===== src/pkg/rsc_pkg.sv =====
`default_nettype none
package rsc_pkg;
  // Register map of the block over APB.
  localparam logic [7:0] RCC_ADDR = 8'h00;
  localparam int RCC_WIDTH = 16;
  // Bit positions inside reset_cause_control.
  localparam int TRAP_BIT = 15;
  localparam int BADOP_BIT = 14;
  localparam int REG_KEEP_BIT = 8;
  localparam int PIN_BIT = 7;
  localparam int INSTR_BIT = 6;
  localparam int SWDT_BIT = 5;
  localparam int WATCHDOG_TIMEOUT_FLAG_BIT = 4;
  localparam int SLEEP_BIT = 3;
  localparam int IDLE_BIT = 2;
  localparam int BOR_BIT = 1;
  localparam int POR_BIT = 0;
  // Implemented bits; bits 13 to 9 always read zero.
  localparam logic [15:0] RCC_WMASK = 16'hC1FF;
  // Flags that a brown-out clears.
  localparam logic [15:0] RCC_BOR_CLR = 16'hC05C;
  localparam logic [15:0] RCC_POR_VALUE = 16'h0003;
  // Reset delays in ns, and the clock period in ns.
  localparam int CLK_PERIOD_NS = 40;
  localparam int POR_DELAY_NS = 10000;
  localparam int STARTUP_NS = 20000;
  localparam int STATE_RST_NS = 20000;
  // Least times round up to whole cycles.
  localparam int POR_CYC = (POR_DELAY_NS + CLK_PERIOD_NS - 1) / CLK_PERIOD_NS;
  localparam int START_CYC = (STARTUP_NS + CLK_PERIOD_NS - 1) / CLK_PERIOD_NS;
  localparam int RST_CYC = (STATE_RST_NS + CLK_PERIOD_NS - 1) / CLK_PERIOD_NS;
  localparam int CNT_W = 12;
  localparam logic [11:0] DLY_POR = 12'(POR_CYC + START_CYC + RST_CYC);
  localparam logic [11:0] DLY_BOR = 12'(START_CYC + RST_CYC);
  localparam logic [11:0] DLY_RST = 12'(RST_CYC);
  localparam logic [2:0] OSC_RESET = 3'h0;
  // Phases of the master reset.
  typedef enum logic {
    RSC_RUN,
    RSC_HOLD
  } rsc_phase_type;
endpackage
`default_nettype wire


===== src/verilog/rsc_top.sv =====
`timescale 1ns/100ps
`default_nettype none
module rsc_top (
  input wire logic clk_i,
  input wire logic srst_i,
  input wire logic psel_i,
  input wire logic penable_i,
  input wire logic pwrite_i,
  input wire logic [7:0] paddr_i,
  input wire logic [31:0] pwdata_i,
  output logic pready_o,
  output logic [31:0] prdata_o,
  output logic pslverr_o,
  input wire logic brown_out_i,
  input wire logic external_clear_pin_i,
  input wire logic instr_reset_i,
  input wire logic watchdog_reset_i,
  input wire logic trap_conflict_i,
  input wire logic bad_opcode_pointer_i,
  input wire logic power_save_sleep_i,
  input wire logic power_save_idle_i,
  input wire logic watchdog_fuse_enable_i,
  input wire logic clock_switch_enable_i,
  input wire logic [2:0] initial_osc_select_fuse_i,
  input wire logic [2:0] current_osc_field_i,
  output logic master_system_reset_o,
  output logic watchdog_run_o,
  output logic regulator_sleep_keep_o,
  output logic [2:0] osc_select_o
);
  logic [15:0] rcc_q;
  logic [15:0] rcc_d;
  logic pready_q;
  logic pready_d;
  logic [31:0] prdata_q;
  logic [31:0] prdata_d;
  logic pslverr_q;
  logic pslverr_d;
  rsc_pkg::rsc_phase_type phase_q;
  rsc_pkg::rsc_phase_type phase_d;
  logic [11:0] cnt_q;
  logic [11:0] cnt_d;
  logic por_seen_q;
  logic por_seen_d;
  logic bor_seen_q;
  logic bor_seen_d;
  logic [2:0] osc_q;
  logic [2:0] osc_d;
  logic wdt_run_q;
  logic wdt_run_d;
  logic msr_q;
  logic msr_d;
  logic any_src;
  logic hit;
  logic wr_acc;

  // Power-on comes in as srst_i; the others are sampled every cycle.
  assign any_src = brown_out_i | external_clear_pin_i | instr_reset_i | watchdog_reset_i |
                   trap_conflict_i | bad_opcode_pointer_i;
  assign hit = (paddr_i == rsc_pkg::RCC_ADDR);
  assign wr_acc = psel_i & penable_i & pready_q & pwrite_i & hit;

  // APB slave answers with one access cycle, decoded in the setup cycle.
  always_comb begin
    pready_d = psel_i & ~penable_i;
    pslverr_d = psel_i & ~penable_i & ~hit;
    prdata_d = prdata_q;
    if (psel_i && !penable_i) begin
      prdata_d = hit ? {16'h0000, rcc_q & rsc_pkg::RCC_WMASK} : 32'h0000_0000;
    end
  end

  always_ff @(posedge clk_i) begin
    if (srst_i) begin
      pready_q <= 1'b0;
      pslverr_q <= 1'b0;
      prdata_q <= 32'h0000_0000;
    end else begin
      pready_q <= pready_d;
      pslverr_q <= pslverr_d;
      prdata_q <= prdata_d;
    end
  end

  // Flag register: writes first, then hardware clears, then hardware sets.
  // Applying sets last means a software clear never hides a reset event.
  always_comb begin
    rcc_d = rcc_q;
    if (wr_acc) begin
      rcc_d = pwdata_i[15:0] & rsc_pkg::RCC_WMASK;
    end
    if (power_save_sleep_i || power_save_idle_i) begin
      rcc_d[rsc_pkg::WATCHDOG_TIMEOUT_FLAG_BIT] = 1'b0;
    end
    if (brown_out_i) begin
      rcc_d = rcc_d & ~rsc_pkg::RCC_BOR_CLR;
    end
    if (trap_conflict_i) begin
      rcc_d[rsc_pkg::TRAP_BIT] = 1'b1;
    end
    if (bad_opcode_pointer_i) begin
      rcc_d[rsc_pkg::BADOP_BIT] = 1'b1;
    end
    if (external_clear_pin_i) begin
      rcc_d[rsc_pkg::PIN_BIT] = 1'b1;
    end
    if (instr_reset_i) begin
      rcc_d[rsc_pkg::INSTR_BIT] = 1'b1;
    end
    if (watchdog_reset_i) begin
      rcc_d[rsc_pkg::WATCHDOG_TIMEOUT_FLAG_BIT] = 1'b1;
    end
    if (power_save_sleep_i) begin
      rcc_d[rsc_pkg::SLEEP_BIT] = 1'b1;
    end
    if (power_save_idle_i) begin
      rcc_d[rsc_pkg::IDLE_BIT] = 1'b1;
    end
    if (brown_out_i) begin
      rcc_d[rsc_pkg::BOR_BIT] = 1'b1;
    end
  end

  // Power-on is the only hardware event that reaches the enable and regulator bits.
  always_ff @(posedge clk_i) begin
    if (srst_i) begin
      rcc_q <= rsc_pkg::RCC_POR_VALUE;
    end else begin
      rcc_q <= rcc_d;
    end
  end

  // Master reset phase: any source raises the count to its delay if lower, release at zero.
  always_comb begin
    phase_d = phase_q;
    cnt_d = cnt_q;
    por_seen_d = por_seen_q;
    bor_seen_d = bor_seen_q | brown_out_i;
    case (phase_q)
      rsc_pkg::RSC_RUN: begin
        if (any_src) begin
          phase_d = rsc_pkg::RSC_HOLD;
          cnt_d = brown_out_i ? rsc_pkg::DLY_BOR : rsc_pkg::DLY_RST;
        end
      end
      rsc_pkg::RSC_HOLD: begin
        if (any_src) begin
          if (brown_out_i && cnt_q < rsc_pkg::DLY_BOR) begin
            cnt_d = rsc_pkg::DLY_BOR;
          end else if (cnt_q < rsc_pkg::DLY_RST) begin
            cnt_d = rsc_pkg::DLY_RST;
          end
        end else if (cnt_q != 12'h000) begin
          cnt_d = cnt_q - 12'h001;
        end else begin
          phase_d = rsc_pkg::RSC_RUN;
          por_seen_d = 1'b0;
          bor_seen_d = 1'b0;
        end
      end
      default: begin
        phase_d = rsc_pkg::RSC_HOLD;
        cnt_d = rsc_pkg::DLY_RST;
      end
    endcase
    // The pin copy follows the next phase so the output comes straight from a flop.
    msr_d = (phase_d == rsc_pkg::RSC_HOLD);
  end

  always_ff @(posedge clk_i) begin
    if (srst_i) begin
      phase_q <= rsc_pkg::RSC_HOLD;
      msr_q <= 1'b1;
      cnt_q <= rsc_pkg::DLY_POR;
      por_seen_q <= 1'b1;
      bor_seen_q <= 1'b0;
    end else begin
      phase_q <= phase_d;
      msr_q <= msr_d;
      cnt_q <= cnt_d;
      por_seen_q <= por_seen_d;
      bor_seen_q <= bor_seen_d;
    end
  end

  // Clock source tracks its selection while held in reset, then freezes.
  // The fuse is read only after srst_i falls, since it is a live input.
  always_comb begin
    osc_d = osc_q;
    if (phase_q == rsc_pkg::RSC_HOLD || any_src) begin
      if (!clock_switch_enable_i || por_seen_q || bor_seen_q || brown_out_i) begin
        osc_d = initial_osc_select_fuse_i;
      end else begin
        osc_d = current_osc_field_i;
      end
    end
    wdt_run_d = watchdog_fuse_enable_i | rcc_q[rsc_pkg::SWDT_BIT];
  end

  always_ff @(posedge clk_i) begin
    if (srst_i) begin
      osc_q <= rsc_pkg::OSC_RESET;
      wdt_run_q <= 1'b1;
    end else begin
      osc_q <= osc_d;
      wdt_run_q <= wdt_run_d;
    end
  end

  assign pready_o = pready_q;
  assign prdata_o = prdata_q;
  assign pslverr_o = pslverr_q;
  // The master reset copy always equals the phase, one flop each, no decode on the pin.
  assign master_system_reset_o = msr_q;
  assign watchdog_run_o = wdt_run_q;
  assign regulator_sleep_keep_o = rcc_q[rsc_pkg::REG_KEEP_BIT];
  assign osc_select_o = osc_q;
endmodule // rsc_top
`default_nettype wire


===== config.mk =====
export PLATFORM = sky130hd
export DESIGN_NAME = rsc_top
export DESIGN_NICKNAME = d
export VERILOG_FILES = /design/src/pkg/rsc_pkg.sv /design/src/verilog/rsc_top.sv
export SDC_FILE = /design/constraint.sdc
export NUM_CORES = 1
export LEC_CHECK = 0
export BUFFER_PORTS_ARGS = -buffer_cell sky130_fd_sc_hd__buf_2
export CELL_PAD_IN_SITES_DETAIL_PLACEMENT = 0
export CELL_PAD_IN_SITES_GLOBAL_PLACEMENT = 1
export CORE_MARGIN = 2
export CORE_UTILIZATION = 30
export CTS_BUF_LIST = sky130_fd_sc_hd__clkbuf_2
export DETAILED_ROUTE_END_ITERATION = 10
export HOLD_SLACK_MARGIN = 0.12
export PLACE_DENSITY_LB_ADDON = 0.1
export REMOVE_ABC_BUFFERS = 1
export SYNTH_ARGS = -nofsm -noshare
export SYNTH_HDL_FRONTEND = slang
export SYNTH_SLANG_ARGS = --single-unit
export TNS_END_PERCENT = 10

===== constraint.sdc =====
create_clock -name clk_i -period 2.9 [get_ports clk_i]
set_input_delay 0.29 -clock clk_i [delete_from_list [all_inputs] [get_ports clk_i]]
set_output_delay 0.29 -clock clk_i [all_outputs]
set_load 0.1 [all_outputs]

==> run summary <==
run status - finished clean
CTS tree - yes
Synth Area in Compound Gates - 18.1%
Placed Area - 2550 µm²
register area share after synthesis - 38.1%
Detailed Routing Iterations Pass 1 - 4
Hold WC Path Type - in2reg
Final GP Congestion - 0.722
row cnt - 31
Fill cells - 813
final wirelength - 5.96 mm
Critical Path Fanout Max - 9
Lkg Pwr - 1.09 nW
adder-cell share of the synthesized area - 1.11%
Max Transition Viols Final - 0
grt total ovfl - 0
Post-CTS Resized - 0
Cell Chain, Critical Path - dlygate4sd3_1 -> buf_2 -> nor4_4 -> nand2_4 -> and3_1 -> o41ai_1 -> o211ai_1
Worst setup SP type - input port
Pint - 0.781 mW
Yosys top cell area share - 38.1%
Flop pwr share - 50.9%
die height - 90.8 µm
setup repair bufs after CTS - 0
die area - 8240 µm²
Critical Path Sink Type - flip-flop
clock power share - 20.9%
simple-gate share of the synthesized area - 25.5%
final hold vios - 0
Final Cell Area - 2710 µm²
detailed placement HPWL - 4.08 mm
routed vias/inst - 4.76
final setup vio count - 0
starting density of the core - 31.1%
synthesized area - 2260 µm²
H-tree levels - 2
f_max - 0.463 GHz
first-pass GRT wire length - 9.59 mm
Most used DFF post-synth - dfxtp_1
detailed-route wire length per cell - 14.1 µm
Worst Path Required - 3.19 ns
max-cap viol count - 0
Clock transition at path regs - 0.25 ns
All-Layer GR Usage - 14.4%
largest net degree at the start of global routing - 33
vias in the first global route - 1,894
layout cells sized above 1 - 26.9%
highest-delay cell along the critical path - dlygate4sd3_1
post-synthesis async set-or-reset flop share - 0%
Clock Root Buffer - clkbuf_2
Post-synth EDFFs - 0
Synth Instances - 256
maximum VDD drop - 0.000155 V
mean post-synth cell area - 8.82 µm²
Syn. warnings - 0
via count - 2,013
clk buf depth - 2
synth-to-layout area growth - 20.1%
setup_tns - 0 ns
switching share of total power - 39.9%
Netlist cell types - 56
number of remaining DRC errors - 0
Post-Synth XOR/XNOR Area - 1.16%
clock sinks - 43
top cells by area, synth - dfxtp_1 (38%), buf_4 (7.3%), a21oi_1 (4.9%)
Worst slew margin - 40.2%
Layout Skew - 0.0191 ns
Worst-Skew Late Latency - 0.41 ns
PortBufs - 58
antenna violations before repair - 0
P_sw - 0.518 mW
critical path type - in2reg
Die Wd - 90.8 µm
critical path data arrival time - 2.45 ns
ant diodes - 0
I/O pins - 101
unrepaired setup endpoints after global routing - false
Crit path largest cell delay - 0.53 ns
Worst Tran Pin Value - 0.896 ns
cts hold-fix bufs - 11
total CTS buffers - 5
period utilization - 74.4%
mux contribution to synthesized area - 4.88%
post-layout min period - 2.16 ns
combinational share of power - 28.2%
nets@finish - 386
core area - 7250 µm²
post-detailed-route count of antenna-violating nets - 0
drt initial violations - 52
largest family of logic cells by synthesized area - simple AND/OR/NAND/NOR gates
FF+latch count, synth - 43
PD cells - 479 nW/µm²
post-synth top area cell - dfxtp_1
[Yosys cell counts (2+ instances only)]
library cell	n
nor2_1	19
o211ai_1	4
buf_6	2
and3_1	2
nor2b_1	4
xnor2_1	2
o21ai_0	6
nor3_1	9
nand4_1	2
nand3_1	15
o21a_1	6
a211oi_1	5
mux2i_1	11
dfxtp_1	43
nand2_1	19
or3_1	3
or4_1	4
nor4_4	2
inv_1	5
buf_4	22
a21oi_1	22
buf_2	3
o22ai_1	2
o31ai_1	3
clkbuf_1	7
ha_1	2
nor4_1	3
[cell usage in the layout, fill, tap and decap left out, types with 4 or more instances in the layout]
cell type,count
o211ai_1,4
or4_1,4
nor3_1,9
buf_4,4
nand3_1,15
o21ai_0,6
a21oi_1,22
nor2_1,19
clkbuf_2,6
mux2i_1,11
o21a_1,6
buf_2,58
dfxtp_1,43
dlygate4sd3_1,12
nand2_1,19
conb_1,21
a211oi_1,5
nor2b_1,4
inv_1,5
[path summary, 6_finish.rpt]
| kind | start | end | slack, ns | depth (start not counted) |
|---|---|---|---|---|
| hold / removal | pwdata_i[7] | rcc_q[7] | 0.15 | 3 |
| setup reg to reg | cnt_q[4] | cnt_q[6] | 0.81 | 5 |
| hold reg to reg | prdata_o[7] | prdata_o[7] | 0.46 | 2 |
| setup / recovery | external_clear_pin_i | cnt_q[7] | 0.74 | 7 |
[cells by family (layout without fill, tap and decap cells)]
family,Yosys count,count (layout)
buf+inv,39,87
mux,11,11
compound gates,60,60
other cells,1,21
flops,43,43
simple gates,97,97
xor+xnor,3,3
fa+ha+maj,2,2
[through the flow]
step / hold WS, ns / std cells / setup WS [ns] / util [%] / total power, mW
after floorplan: 0.359 / 242 / 0.426 / - / 0.933
after global placement: 0.438 / 403 / 0.740 / 35.1 / 1.03
after detailed placement: 0.444 / 403 / 0.720 / 35.1 / 1.03
after CTS: 0.125 / 422 / 0.703 / 37.2 / 1.31
after global routing: 0.121 / 423 / 0.570 / 37.4 / 1.37
final: 0.149 / 423 / 0.741 / 37.4 / 1.30
[sequential cells by signal, summed over array words and instances, names as in the netlist]
| register | flops |
|---|---|
| por_seen_q | 1 |
| cnt_q | 12 |
| pready_o | 1 |
| prdata_o | 11 |
| master_system_reset_o | 1 |
| osc_select_o | 3 |
| bor_seen_q | 1 |
| rcc_q | 11 |
| watchdog_run_o | 1 |
| pslverr_o | 1 |
[power groups by stage]
stage	logic [mW]	clock network (mW)	registers (mW)
final	0.366	0.271	0.661
after global routing	0.392	0.310	0.668
after CTS	0.366	0.284	0.661
after detailed placement	0.354	0	0.672
after global placement	0.355	0	0.672
after floorplan	0.241	0	0.692
[cell type report]
class | count | area, µm² | area share (%)
Sequential cell | 43 | 861 | 31.7
Tap cell | 99 | 124 | 4.57
Clock inverter | 2 | 12.5 | 0.461
Timing Repair Buffer | 74 | 440 | 16.2
Multi-Input combinational cell | 194 | 1220 | 45.2
Clock buffer | 6 | 30.0 | 1.11
Inverter | 5 | 18.8 | 0.692
[critical path, delay by kind of cell]
family                 cells  cell delay (ns)
AND/OR/NAND/NOR            3             0.95
AO/OA/AOI/OAI              2             0.52
buffers and inverters      2             0.67
[per-layer routing]
layer  up-vias  global-route usage (%)  wire length, µm
met5         -                       0                0
met4         0                    3.59                8
met3         2                    3.17              289
met2        64                    23.5             2780
met1       929                    19.2             2880
li1       1018                       -                -
No activity file was read; power rests on OpenSTA's default activity.
